**src/design/dtp_consts.svh**
```systemverilog
// Purpose: Constants for the dual timer, capture and PWM block
// Assumes: 8-bit register port, one clock at 250 MHz
// Notes:   Offsets and field positions used by the top module and the bench
//
// Overview of operation
// - Two timers run as separate 8-bit counters or joined as one 16-bit counter.
// - First timer clock: main clock over 2,4,8,32,128,512,2048 or count pin.
// - Second timer clock: main clock over 1 to 16384, or first timer overflow.
// - 8-bit timer counts its clock and interrupts when count equals match value.
// - Count pin selected: pin becomes input, first timer counts its rising edges.
// - First timer drives compare output pin; second drives its pin in timer mode.
// - Joined: first timer low byte, counts to joined match, then returns 0000H.
// - Joined match raises only the first timer interrupt.
// - Capture bit set: trigger edge copies count to capture, clears counter.
// - Capture mode still interrupts whenever the count equals the match value.
// - Data address reads capture register in capture mode, match data otherwise.
// - 16-bit capture works like 8-bit capture using joined counter, both captures.
// - PWM enable makes second timer drive three true and inverted PWM pins.
// - PWM period is period register with two high bits from bits 1:0.
// - Channel duty is duty register with two high bits from bits 7:2.
// - Polarity bit sets active level; full duty holds active, zero holds inactive.
// - Modes come jointly from join, capture, PWM, pin enables and clock selects.
`ifndef DTP_CONSTS_SVH
`define DTP_CONSTS_SVH

// ***************************************************
// Register offsets
// ***************************************************
`define DTP_OFS_MODE      8'h00
`define DTP_OFS_CLKSEL    8'h01
`define DTP_OFS_T0_DATA   8'h02
`define DTP_OFS_T1_DATA   8'h03
`define DTP_OFS_PWM_PER   8'h04
`define DTP_OFS_PWM_HIGH  8'h05
`define DTP_OFS_DUTY_A    8'h06
`define DTP_OFS_DUTY_B    8'h07
`define DTP_OFS_DUTY_C    8'h08
`define DTP_OFS_POLARITY  8'h09
`define DTP_OFS_T0_COUNT  8'h0A
`define DTP_OFS_T1_COUNT  8'h0B

// ***************************************************
// Reset values and codes
// ***************************************************
`define DTP_RST_BYTE      8'h00
`define DTP_T0_SEL_EXT    3'h7
`define DTP_T1_SEL_OVF    4'hF
`define DTP_PRESC_W       14
`define DTP_PWM_W         10

`endif

```
**src/design/dtp_pkg.sv**
```systemverilog
// Purpose: Types for the dual timer, capture and PWM block
// Assumes: Constants header holds all numbers
// Notes:   Structs carry grouped signals
package dtp_pkg;

   // Register port request
   typedef struct packed {
      logic [7:0] addr;
      logic [7:0] wdata;
      logic       wr;
      logic       rd;
   } dtp_bus_req_t;

   // Mode register layout, bit 7 down to bit 0
   typedef struct packed {
      logic       run1;
      logic       run0;
      logic [1:0] pin_enable_pair;
      logic       pwm_output_enable;
      logic       second_capture_enable;
      logic       first_capture_enable;
      logic       join_sixteen_bit;
   } dtp_mode_t;

   // Six PWM pins
   typedef struct packed {
      logic a;
      logic ab;
      logic b;
      logic bb;
      logic c;
      logic cb;
   } dtp_pwm_pins_t;

endpackage

```
**src/design/dtp_prescaler.sv**
```systemverilog
// Purpose: Free running divider giving power-of-two enable pulses
// Assumes: Single clock domain
// Notes:   tick_o[k] pulses once every 2**k cycles
`timescale 1ns/10ps
`default_nettype none
module dtp_prescaler #(
   parameter int W = 14
) (
   // Clock and reset
   input  wire logic         clk_i,
   input  wire logic         reset_i,
   // Enable pulses
   output logic [W:0]        tick_o
);
   logic [W-1:0] cnt_r;

   always_ff @(posedge clk_i) begin
      if (reset_i) begin
         cnt_r <= '0;
      end else begin
         cnt_r <= cnt_r + 1'b1;
      end
   end

   assign tick_o[0] = 1'b1;
   for (genvar k = 1; k <= W; k++) begin : g_tap
      assign tick_o[k] = &cnt_r[k-1:0];
   end
endmodule
`default_nettype wire

```
**src/design/dtp_pwm_channel.sv**
```systemverilog
// Purpose: One PWM channel with true and inverted outputs
// Assumes: Counter runs 0 to period minus one
// Notes:   Outputs are registered
`timescale 1ns/10ps
`default_nettype none
module dtp_pwm_channel #(
   parameter int W = 10
) (
   // Clock and reset
   input  wire logic         clk_i,
   input  wire logic         reset_i,
   // Control
   input  wire logic         en_i,
   input  wire logic [W-1:0] cnt_i,
   input  wire logic [W-1:0] duty_i,
   input  wire logic         pol_i,
   // Pins
   output logic              true_o,
   output logic              inv_o
);
   logic level;

   // Active while below duty; full duty always active, zero never
   assign level = (cnt_i < duty_i) ? pol_i : ~pol_i;

   always_ff @(posedge clk_i) begin
      if (reset_i) begin
         true_o <= 1'b0;
         inv_o  <= 1'b0;
      end else if (en_i) begin
         true_o <= level;
         inv_o  <= ~level;
      end else begin
         true_o <= 1'b0;
         inv_o  <= 1'b0;
      end
   end
endmodule
`default_nettype wire

```
**src/design/dtp_top.sv**
```systemverilog
// Purpose: Two 8-bit timers, joinable to 16 bits, with capture and PWM
// Assumes: Pins arrive asynchronously; register port on clk_i
// Notes:   Slow rates are enable pulses from one prescaler
`timescale 1ns/10ps
`default_nettype none
`include "dtp_consts.svh"
module dtp_top (
   // Clock and reset
   input  wire logic                 clk_i,
   input  wire logic                 reset_i,
   // Register port
   input  wire dtp_pkg::dtp_bus_req_t bus_i,
   output logic [7:0]                rdata_o,
   // Count pin
   input  wire logic                 external_count_pin_i,
   output logic                      ext_count_input_o,
   // Capture triggers
   input  wire logic                 first_capture_trigger_input_i,
   input  wire logic                 second_capture_trigger_input_i,
   // Timer interrupts
   output logic                      first_timer_irq_o,
   output logic                      second_timer_irq_o,
   // Timer output pins
   output logic                      first_timer_output_pin_o,
   output logic                      first_timer_output_oe_n_o,
   output logic                      second_timer_output_pin_o,
   output logic                      second_timer_output_oe_n_o,
   // PWM pins
   output dtp_pkg::dtp_pwm_pins_t    pwm_pins_o,
   output logic                      pwm_oe_n_o
);
   import dtp_pkg::*;

   // ***************************************************
   // Registers
   // ***************************************************
   dtp_mode_t                mode_r;
   logic [2:0]               t0_sel_r;
   logic [3:0]               t1_sel_r;
   logic [7:0]               t0_data_r;
   logic [7:0]               t1_data_r;
   logic [7:0]               pwm_per_r;
   logic [7:0]               pwm_high_r;
   logic [7:0]               duty_a_r;
   logic [7:0]               duty_b_r;
   logic [7:0]               duty_c_r;
   logic [2:0]               pol_r;
   logic [7:0]               t0_cnt_r;
   logic [7:0]               t1_cnt_r;
   logic [7:0]               first_capture_enable_r;
   logic [7:0]               second_capture_enable_r;
   logic [7:0]               rdata_r;
   logic                     t0_irq_r;
   logic                     t1_irq_r;
   logic                     t0_out_r;
   logic                     t1_out_r;
   logic [`DTP_PWM_W-1:0]    pwm_cnt_r;

   // ***************************************************
   // Synchronisers
   // ***************************************************
   logic [2:0]               ec_sync_r;
   logic [2:0]               trig0_sync_r;
   logic [2:0]               trig1_sync_r;
   logic                     ec_rise;
   logic                     trig0_edge;
   logic                     trig1_edge;

   always_ff @(posedge clk_i) begin
      if (reset_i) begin
         ec_sync_r    <= 3'h0;
         trig0_sync_r <= 3'h0;
         trig1_sync_r <= 3'h0;
      end else begin
         ec_sync_r    <= {ec_sync_r[1:0], external_count_pin_i};
         trig0_sync_r <= {trig0_sync_r[1:0], first_capture_trigger_input_i};
         trig1_sync_r <= {trig1_sync_r[1:0], second_capture_trigger_input_i};
      end
   end

   // Rising edges, read from second and third stages only
   assign ec_rise    = ec_sync_r[1] & ~ec_sync_r[2];
   assign trig0_edge = trig0_sync_r[1] & ~trig0_sync_r[2];
   assign trig1_edge = trig1_sync_r[1] & ~trig1_sync_r[2];

   // ***************************************************
   // Clock selection
   // ***************************************************
   logic [`DTP_PRESC_W:0]    tick;
   logic                     t0_tick;
   logic                     t1_tick;
   logic                     t0_ovf;
   logic                     join16;

   dtp_prescaler #(
      .W (`DTP_PRESC_W)
   ) u_presc (
      .clk_i   (clk_i),
      .reset_i (reset_i),
      .tick_o  (tick)
   );

   always_comb begin
      case (t0_sel_r)
         3'h0:    t0_tick = tick[1];
         3'h1:    t0_tick = tick[2];
         3'h2:    t0_tick = tick[3];
         3'h3:    t0_tick = tick[5];
         3'h4:    t0_tick = tick[7];
         3'h5:    t0_tick = tick[9];
         3'h6:    t0_tick = tick[11];
         default: t0_tick = ec_rise;
      endcase
   end

   // Second timer never sees the count pin
   assign t1_tick = (t1_sel_r == `DTP_T1_SEL_OVF) ? t0_ovf : tick[t1_sel_r];

   // Joined only with second select at overflow code
   assign join16 = mode_r.join_sixteen_bit & (t1_sel_r == `DTP_T1_SEL_OVF);

   assign ext_count_input_o = (t0_sel_r == `DTP_T0_SEL_EXT);

   // ***************************************************
   // Counter control
   // ***************************************************
   logic                     t0_step;
   logic                     t1_step;
   logic                     hit0;
   logic                     hit1;
   logic                     hit16;
   logic                     cap_trig0;
   logic                     cap_trig1;
   logic [15:0]              cnt16_inc;
   logic                     t0_event;
   logic                     t1_event;

   assign t0_step   = mode_r.run0 & t0_tick;
   assign t1_step   = mode_r.run1 & t1_tick & ~mode_r.pwm_output_enable;
   assign hit0      = (t0_cnt_r == t0_data_r);
   assign hit1      = (t1_cnt_r == t1_data_r);
   assign hit16     = ({t1_cnt_r, t0_cnt_r} == {t1_data_r, t0_data_r});
   assign cnt16_inc = {t1_cnt_r, t0_cnt_r} + 16'h0001;
   assign cap_trig0 = mode_r.first_capture_enable & trig0_edge;
   assign cap_trig1 = mode_r.second_capture_enable & trig1_edge & ~join16;
   assign t0_ovf    = t0_step & hit0 & ~join16;

   // Match events keep firing in capture mode too
   assign t0_event = t0_step & (join16 ? hit16 : hit0);
   assign t1_event = t1_step & hit1 & ~join16;

   // ***************************************************
   // Counters
   // ***************************************************
   always_ff @(posedge clk_i) begin
      if (reset_i) begin
         t0_cnt_r <= `DTP_RST_BYTE;
         t1_cnt_r <= `DTP_RST_BYTE;
      end else if (join16) begin
         if (cap_trig0) begin
            t0_cnt_r <= 8'h00;
            t1_cnt_r <= 8'h00;
         end else if (t0_step) begin
            t0_cnt_r <= hit16 ? 8'h00 : cnt16_inc[7:0];
            t1_cnt_r <= hit16 ? 8'h00 : cnt16_inc[15:8];
         end
      end else begin
         if (cap_trig0) begin
            t0_cnt_r <= 8'h00;
         end else if (t0_step) begin
            t0_cnt_r <= hit0 ? 8'h00 : t0_cnt_r + 8'h01;
         end
         if (cap_trig1) begin
            t1_cnt_r <= 8'h00;
         end else if (t1_step) begin
            t1_cnt_r <= hit1 ? 8'h00 : t1_cnt_r + 8'h01;
         end
      end
   end

   // ***************************************************
   // Capture registers
   // ***************************************************
   always_ff @(posedge clk_i) begin
      if (reset_i) begin
         first_capture_enable_r <= `DTP_RST_BYTE;
         second_capture_enable_r <= `DTP_RST_BYTE;
      end else begin
         if (cap_trig0) begin
            first_capture_enable_r <= t0_cnt_r;
         end
         if (cap_trig0 & join16) begin
            second_capture_enable_r <= t1_cnt_r;
         end else if (cap_trig1) begin
            second_capture_enable_r <= t1_cnt_r;
         end
      end
   end

   // ***************************************************
   // Interrupts and timer pins
   // ***************************************************
   always_ff @(posedge clk_i) begin
      if (reset_i) begin
         t0_irq_r <= 1'b0;
         t1_irq_r <= 1'b0;
      end else begin
         t0_irq_r <= t0_event;
         t1_irq_r <= t1_event;
      end
   end

   always_ff @(posedge clk_i) begin
      if (reset_i) begin
         t0_out_r <= 1'b0;
         t1_out_r <= 1'b0;
      end else begin
         if (t0_event) begin
            t0_out_r <= ~t0_out_r;
         end
         if (t1_event) begin
            t1_out_r <= ~t1_out_r;
         end
      end
   end

   assign first_timer_irq_o          = t0_irq_r;
   assign second_timer_irq_o         = t1_irq_r;
   assign first_timer_output_pin_o   = t0_out_r;
   assign first_timer_output_oe_n_o  = ~mode_r.pin_enable_pair[0];
   assign second_timer_output_pin_o  = t1_out_r;
   assign second_timer_output_oe_n_o = ~(mode_r.pin_enable_pair[1] & ~mode_r.pwm_output_enable);

   // ***************************************************
   // PWM
   // ***************************************************
   logic [`DTP_PWM_W-1:0]    pwm_period;
   logic [`DTP_PWM_W-1:0]    duty_a;
   logic [`DTP_PWM_W-1:0]    duty_b;
   logic [`DTP_PWM_W-1:0]    duty_c;
   logic [`DTP_PWM_W:0]      pwm_inc;
   logic                     pwm_on;
   logic                     pwm_tick;

   assign pwm_period = {pwm_high_r[1:0], pwm_per_r};
   assign duty_a     = {pwm_high_r[7:6], duty_a_r};
   assign duty_b     = {pwm_high_r[5:4], duty_b_r};
   assign duty_c     = {pwm_high_r[3:2], duty_c_r};
   assign pwm_on     = mode_r.pwm_output_enable;
   assign pwm_tick   = pwm_on & mode_r.run1 & t1_tick;
   assign pwm_inc    = {1'b0, pwm_cnt_r} + 11'h001;

   always_ff @(posedge clk_i) begin
      if (reset_i) begin
         pwm_cnt_r <= '0;
      end else if (!pwm_on) begin
         pwm_cnt_r <= '0;
      end else if (pwm_tick) begin
         // Restart at end of period
         if (pwm_inc >= {1'b0, pwm_period}) begin
            pwm_cnt_r <= '0;
         end else begin
            pwm_cnt_r <= pwm_inc[`DTP_PWM_W-1:0];
         end
      end
   end

   dtp_pwm_channel #(
      .W (`DTP_PWM_W)
   ) u_ch_a (
      .clk_i   (clk_i),
      .reset_i (reset_i),
      .en_i    (pwm_on),
      .cnt_i   (pwm_cnt_r),
      .duty_i  (duty_a),
      .pol_i   (pol_r[0]),
      .true_o  (pwm_pins_o.a),
      .inv_o   (pwm_pins_o.ab)
   );

   dtp_pwm_channel #(
      .W (`DTP_PWM_W)
   ) u_ch_b (
      .clk_i   (clk_i),
      .reset_i (reset_i),
      .en_i    (pwm_on),
      .cnt_i   (pwm_cnt_r),
      .duty_i  (duty_b),
      .pol_i   (pol_r[1]),
      .true_o  (pwm_pins_o.b),
      .inv_o   (pwm_pins_o.bb)
   );

   dtp_pwm_channel #(
      .W (`DTP_PWM_W)
   ) u_ch_c (
      .clk_i   (clk_i),
      .reset_i (reset_i),
      .en_i    (pwm_on),
      .cnt_i   (pwm_cnt_r),
      .duty_i  (duty_c),
      .pol_i   (pol_r[2]),
      .true_o  (pwm_pins_o.c),
      .inv_o   (pwm_pins_o.cb)
   );

   assign pwm_oe_n_o = ~pwm_on;

   // ***************************************************
   // Register writes
   // ***************************************************
   always_ff @(posedge clk_i) begin
      if (reset_i) begin
         mode_r     <= dtp_mode_t'(`DTP_RST_BYTE);
         t0_sel_r   <= 3'h0;
         t1_sel_r   <= 4'h0;
         t0_data_r  <= `DTP_RST_BYTE;
         t1_data_r  <= `DTP_RST_BYTE;
         pwm_per_r  <= `DTP_RST_BYTE;
         pwm_high_r <= `DTP_RST_BYTE;
         duty_a_r   <= `DTP_RST_BYTE;
         duty_b_r   <= `DTP_RST_BYTE;
         duty_c_r   <= `DTP_RST_BYTE;
         pol_r      <= 3'h0;
      end else if (bus_i.wr) begin
         case (bus_i.addr)
            `DTP_OFS_MODE:     mode_r     <= dtp_mode_t'(bus_i.wdata);
            `DTP_OFS_CLKSEL: begin
               t0_sel_r <= bus_i.wdata[2:0];
               t1_sel_r <= bus_i.wdata[7:4];
            end
            `DTP_OFS_T0_DATA:  t0_data_r  <= bus_i.wdata;
            `DTP_OFS_T1_DATA:  t1_data_r  <= bus_i.wdata;
            `DTP_OFS_PWM_PER:  pwm_per_r  <= bus_i.wdata;
            `DTP_OFS_PWM_HIGH: pwm_high_r <= bus_i.wdata;
            `DTP_OFS_DUTY_A:   duty_a_r   <= bus_i.wdata;
            `DTP_OFS_DUTY_B:   duty_b_r   <= bus_i.wdata;
            `DTP_OFS_DUTY_C:   duty_c_r   <= bus_i.wdata;
            `DTP_OFS_POLARITY: pol_r      <= bus_i.wdata[2:0];
            default: begin
            end
         endcase
      end
   end

   // ***************************************************
   // Register reads
   // ***************************************************
   logic [7:0] rd_mux;

   always_comb begin
      case (bus_i.addr)
         `DTP_OFS_MODE:     rd_mux = mode_r;
         `DTP_OFS_CLKSEL:   rd_mux = {t1_sel_r, 1'b0, t0_sel_r};
         // Shared address shows capture in capture mode
         `DTP_OFS_T0_DATA:  rd_mux = mode_r.first_capture_enable ? first_capture_enable_r : t0_data_r;
         `DTP_OFS_T1_DATA:  rd_mux = (mode_r.second_capture_enable |
                                      (join16 & mode_r.first_capture_enable)) ? second_capture_enable_r : t1_data_r;
         `DTP_OFS_PWM_PER:  rd_mux = pwm_per_r;
         `DTP_OFS_PWM_HIGH: rd_mux = pwm_high_r;
         `DTP_OFS_DUTY_A:   rd_mux = duty_a_r;
         `DTP_OFS_DUTY_B:   rd_mux = duty_b_r;
         `DTP_OFS_DUTY_C:   rd_mux = duty_c_r;
         `DTP_OFS_POLARITY: rd_mux = {5'h00, pol_r};
         `DTP_OFS_T0_COUNT: rd_mux = t0_cnt_r;
         `DTP_OFS_T1_COUNT: rd_mux = t1_cnt_r;
         default:           rd_mux = 8'h00;
      endcase
   end

   // Data stand only in the cycle after the strobe
   always_ff @(posedge clk_i) begin
      if (reset_i) begin
         rdata_r <= 8'h00;
      end else if (bus_i.rd) begin
         rdata_r <= rd_mux;
      end else begin
         rdata_r <= 8'h00;
      end
   end

   assign rdata_o = rdata_r;

endmodule
`default_nettype wire

```
**config.mk**
```make
export PLATFORM = sky130hd
export DESIGN_NAME = dtp_top
export DESIGN_NICKNAME = d
export VERILOG_FILES = /design/src/design/dtp_pkg.sv /design/src/design/dtp_prescaler.sv /design/src/design/dtp_pwm_channel.sv /design/src/design/dtp_top.sv
export VERILOG_INCLUDE_DIRS = /design/src /design/src/design
export SDC_FILE = /design/constraint.sdc
export NUM_CORES = 1
export LEC_CHECK = 0
export ABC_AREA = 1
export BUFFER_PORTS_ARGS = -buffer_cell sky130_fd_sc_hd__buf_2
export CORE_ASPECT_RATIO = 1.1
export CORE_UTILIZATION = 41
export CTS_BUF_LIST = sky130_fd_sc_hd__clkbuf_16
export CTS_CLUSTER_DIAMETER = 60
export DETAILED_ROUTE_END_ITERATION = 8
export PLACE_DENSITY = 0.56
export SLEW_MARGIN = 30
export SYNTH_ARGS = -nofsm -noshare
export SYNTH_HDL_FRONTEND = slang
export SYNTH_HIERARCHICAL = 1
export SYNTH_SLANG_ARGS = --single-unit
```
**constraint.sdc**
```tcl
create_clock -name clk_i -period 2.75 [get_ports clk_i]
set_input_delay 0.275 -clock clk_i [delete_from_list [all_inputs] [get_ports clk_i]]
set_output_delay 0.275 -clock clk_i [all_outputs]
set_load 0.005 [all_outputs]
```
==> results.json <==
{
  "outcome": "finished, final reports clean",
  "worst-path-max-fanout": 5,
  "flip_flop_cell_with_the_highest_count_after_synthesis": "dfxtp_1",
  "flow.area_growth_from_synthesis_pct": 12.99,
  "cts-htree-levels": 4,
  "mostFrequentLayoutCells": "nand2_1, inv_1, dfxtp_1",
  "clk_root_buffer_cell": "clkbuf_16",
  "synth_async_sr_flop_share_pct": 0,
  "global_route_wire_length_before_repair_um": 42200,
  "clock_sink_count": 157,
  "yosys.cell_types.count": 49,
  "worst_setup_path_startpoint": "pwm_cnt_r[1]",
  "path_buf_inv": 2,
  "floorplan.die_area_um2": 22190,
  "grt_usage_pct": 24.97,
  "worst-endpoint-required_ns": 3.11,
  "final_min_period_over_clock_period_pct": 91.02,
  "max-slew-margin-rel_pct": 52.32,
  "cpPeakStageDelay_ns": 0.36,
  "vias_in_the_first_global_route": 7712,
  "avgSynthCellArea_um2": 7.032,
  "antennaDiodeCount": 0,
  "worst_skew_pair.late_latency_ns": 0.43,
  "slew_viol_final": 0,
  "number_of_enable_type_register_cells_in_the_synthesized_netlist": 0,
  "ys_ff_latch": 157,
  "ir_drop_uv": 410.1,
  "gp_congestion": 0.9272,
  "rsz_0062_raised_after_global_routing": "no",
  "postRouteWirelength_um": 26550,
  "drive_gt1_share_pct": 13.84,
  "synth-seq-area-share_pct": 35.50,
  "antenna_found_initial": 0,
  "maxClockFrequency_mhz": 399.5,
  "power.static_leakage_nw": 4.268,
  "largestRegisters": "u_presc/cnt_r: 14 flops, pwm_cnt_r: 10 flops",
  "holdCritPathClass": "primary input to register",
  "num_cts_buffers": 17,
  "drt-wirelength-per-cell_um": 16.47,
  "synth.cell_area_um2": 8853,
  "final.min_clock_period_ns": 2.503,
  "placeable_area_um2": 21230,
  "port-buffer-count": 44,
  "synthesis.nets": 1326,
  "setup_viol": 0,
  "dr.first_iter.drc_count": 437,
  "detail-route-antenna-nets": 0,
  "clkTransAtPathRegs_ns": 0.07,
  "p_per_area_nw_per_um2": 471.2,
  "critical_path.slowest_cell": "dfxtp_1",
  "cp_delay_by_family_top": "simple AND/OR/NAND/NOR gates",
  "finClkSkew_ns": 0.009957,
  "post-dp-hpwl_um": 20220,
  "num-nets-final": 1376,
  "path_type_of_the_worst_setup_path": "register to register",
  "hold_path_startpoint": "external_count_pin_i",
  "top_register": "u_presc/cnt_r",
  "grt.overflow.total": 0,
  "dieHeight_um": 156.1,
  "fp.dieW_um": 142.1,
  "layout.cells.most_common": "nand2_1",
  "timing.critical_path.cells": "ha_1 > nand3_1 > nor2_1 > nand3_1 > xnor2_1 > ha_1 > nand2_1 > inv_1 > a221oi_2 > nand3_2 > clkinvlp_4 > nand2_1 > a21oi_1",
  "critPathCaptureType": "register",
  "max-cap-violations": 0,
  "hold_bufs_inserted_after_cts": 0,
  "max_ffs_per_register": 14,
  "firstDrtPassIters": 7,
  "pnr_total_power_w": 0.004714,
  "clk_path_buf_depth": 2,
  "worstMarginPinSlew_ns": 0.7125,
  "route.vias.total": 8286,
  "final.setup.tns_ns": 0,
  "initial_utilization_pct": 41.70,
  "grt_max_degree": 41,
  "yosys_warnings": 6,
  "rrSetupSlack_ns": 0.25,
  "syn_inst": 1259,
  "final_hold_viol_count": 0,
  "drt_drc_violations_left": 0,
  "routed_via_density": 5.140,
  "cp_data_arrival_time_ns": 2.86,
  "num_io_pins": 45,
  "timing.rr.start": "pwm_cnt_r[1]",
  "rows": 56,
  "timing.critical_path.from_type": "register",
  "tritoncts": "yes"
}
==> repair_timing <==
| action | CTS | global route |
|---|---|---|
| setup endpoints to repair | 0 | 20 |
| resized for setup | 0 | 7 |
| buffers inserted | 0 | 3 |
==> metal layers <==
| metal | share of wire (%) | global-route usage [%] | vias up |
|---|---|---|---|
| met5 | 0 | 0 | - |
| met4 | 4.2 | 12.24 | 0 |
| met3 | 3.8 | 3.315 | 51 |
| met2 | 47 | 41.85 | 210 |
| met1 | 45 | 31.41 | 3798 |
| li1 | - | - | 4227 |
==> cell type report <==
type / count / area, µm²
tap: 290 / 362.8
fill: 2229 / 11230
sequential: 157 / 3144
timing repair buffer: 67 / 405.4
timing repair inverter: 1 / 7.507
multi-input combinational: 879 / 4830
inverter: 186 / 701.9
clock inverter: 15 / 126.4
clock buffer: 17 / 425.4
==> worst paths after layout <==
kind	to	depth (start not counted)
setup / recovery	pwm_cnt_r[6]	13
hold / removal	ec_sync_r[0]	3
setup reg to reg	pwm_cnt_r[6]	13
hold reg to reg	trig1_sync_r[1]	2
==> worst reg2reg max path, stage by stage (launching register included) <==
cell and delay [ns]:
dfxtp_1 0.36, ha_1 0.20, nand3_1 0.13, nor2_1 0.21, nand3_1 0.14, xnor2_1 0.23, ha_1 0.27, nand2_1 0.07
inv_1 0.05, a221oi_2 0.23, nand3_2 0.17, clkinvlp_4 0.16, nand2_1 0.06, a21oi_1 0.15
==> synth_stat cells, types with 5 or more instances <==
cell type | n | area, µm²
nand2_1 | 242 | 908.4
inv_1 | 168 | 630.6
dfxtp_1 | 157 | 3143
a21oi_1 | 129 | 645.6
o21ai_0 | 117 | 585.6
nor2_1 | 113 | 424.2
nand3_1 | 54 | 270.3
ha_1 | 44 | 550.5
xor2_1 | 26 | 227.7
o22ai_1 | 17 | 106.4
nand4_1 | 16 | 100.1
buf_2 | 14 | 70.07
clkbuf_1 | 14 | 52.55
inv_2 | 13 | 48.80
nor2_4 | 13 | 146.4
nand2_2 | 11 | 68.82
nor2_2 | 10 | 62.56
a211oi_1 | 9 | 67.56
nand3_2 | 9 | 90.09
nor3_1 | 9 | 45.04
a21oi_2 | 7 | 61.31
nand3b_1 | 6 | 45.04
xnor2_1 | 6 | 52.55
buf_4 | 5 | 37.54
clkinv_1 | 5 | 18.77
nor3_2 | 5 | 50.05
o21ai_1 | 5 | 25.02
==> per-stage QoR <==
step                      instance area (µm²)  cells  hold WS (ns)  worst slack, ns  util [%]
after CTS                                9940   1608       0.02543           0.1706     46.82
after floorplan                          8853   1259        0.3820           0.4431         -
after global routing                    10000   1612       0.03610        0.0006055     47.12
final                                   10000   1612       0.03845           0.2469     47.12
after detailed placement                 9388   1576        0.3940           0.1894     44.22
after global placement                   9388   1576        0.3901           0.2464     44.22
==> logic make-up after synthesis <==
kind of cell | after synthesis | share of synthesized area, %
AOI/OAI and AO/OA | 305 | 18.80
xor gates and xnor gates | 32 | 3.166
adders and majority gates | 44 | 6.218
buffers and inverters | 223 | 10.13
DFF | 157 | 35.50
other | 1 | 0.04236
and+or+nand+nor | 497 | 26.14
==> power by group <==
part | total [W] | leakage, nW | internal, W | switching, W
registers | 0.00229 | 1.27 | 0.00228 | 0.00000828
logic | 0.000167 | 2.74 | 0.0000435 | 0.000123
clock network | 0.00225 | 0.263 | 0.00118 | 0.00107
No activity file was read; power rests on OpenSTA's default activity.
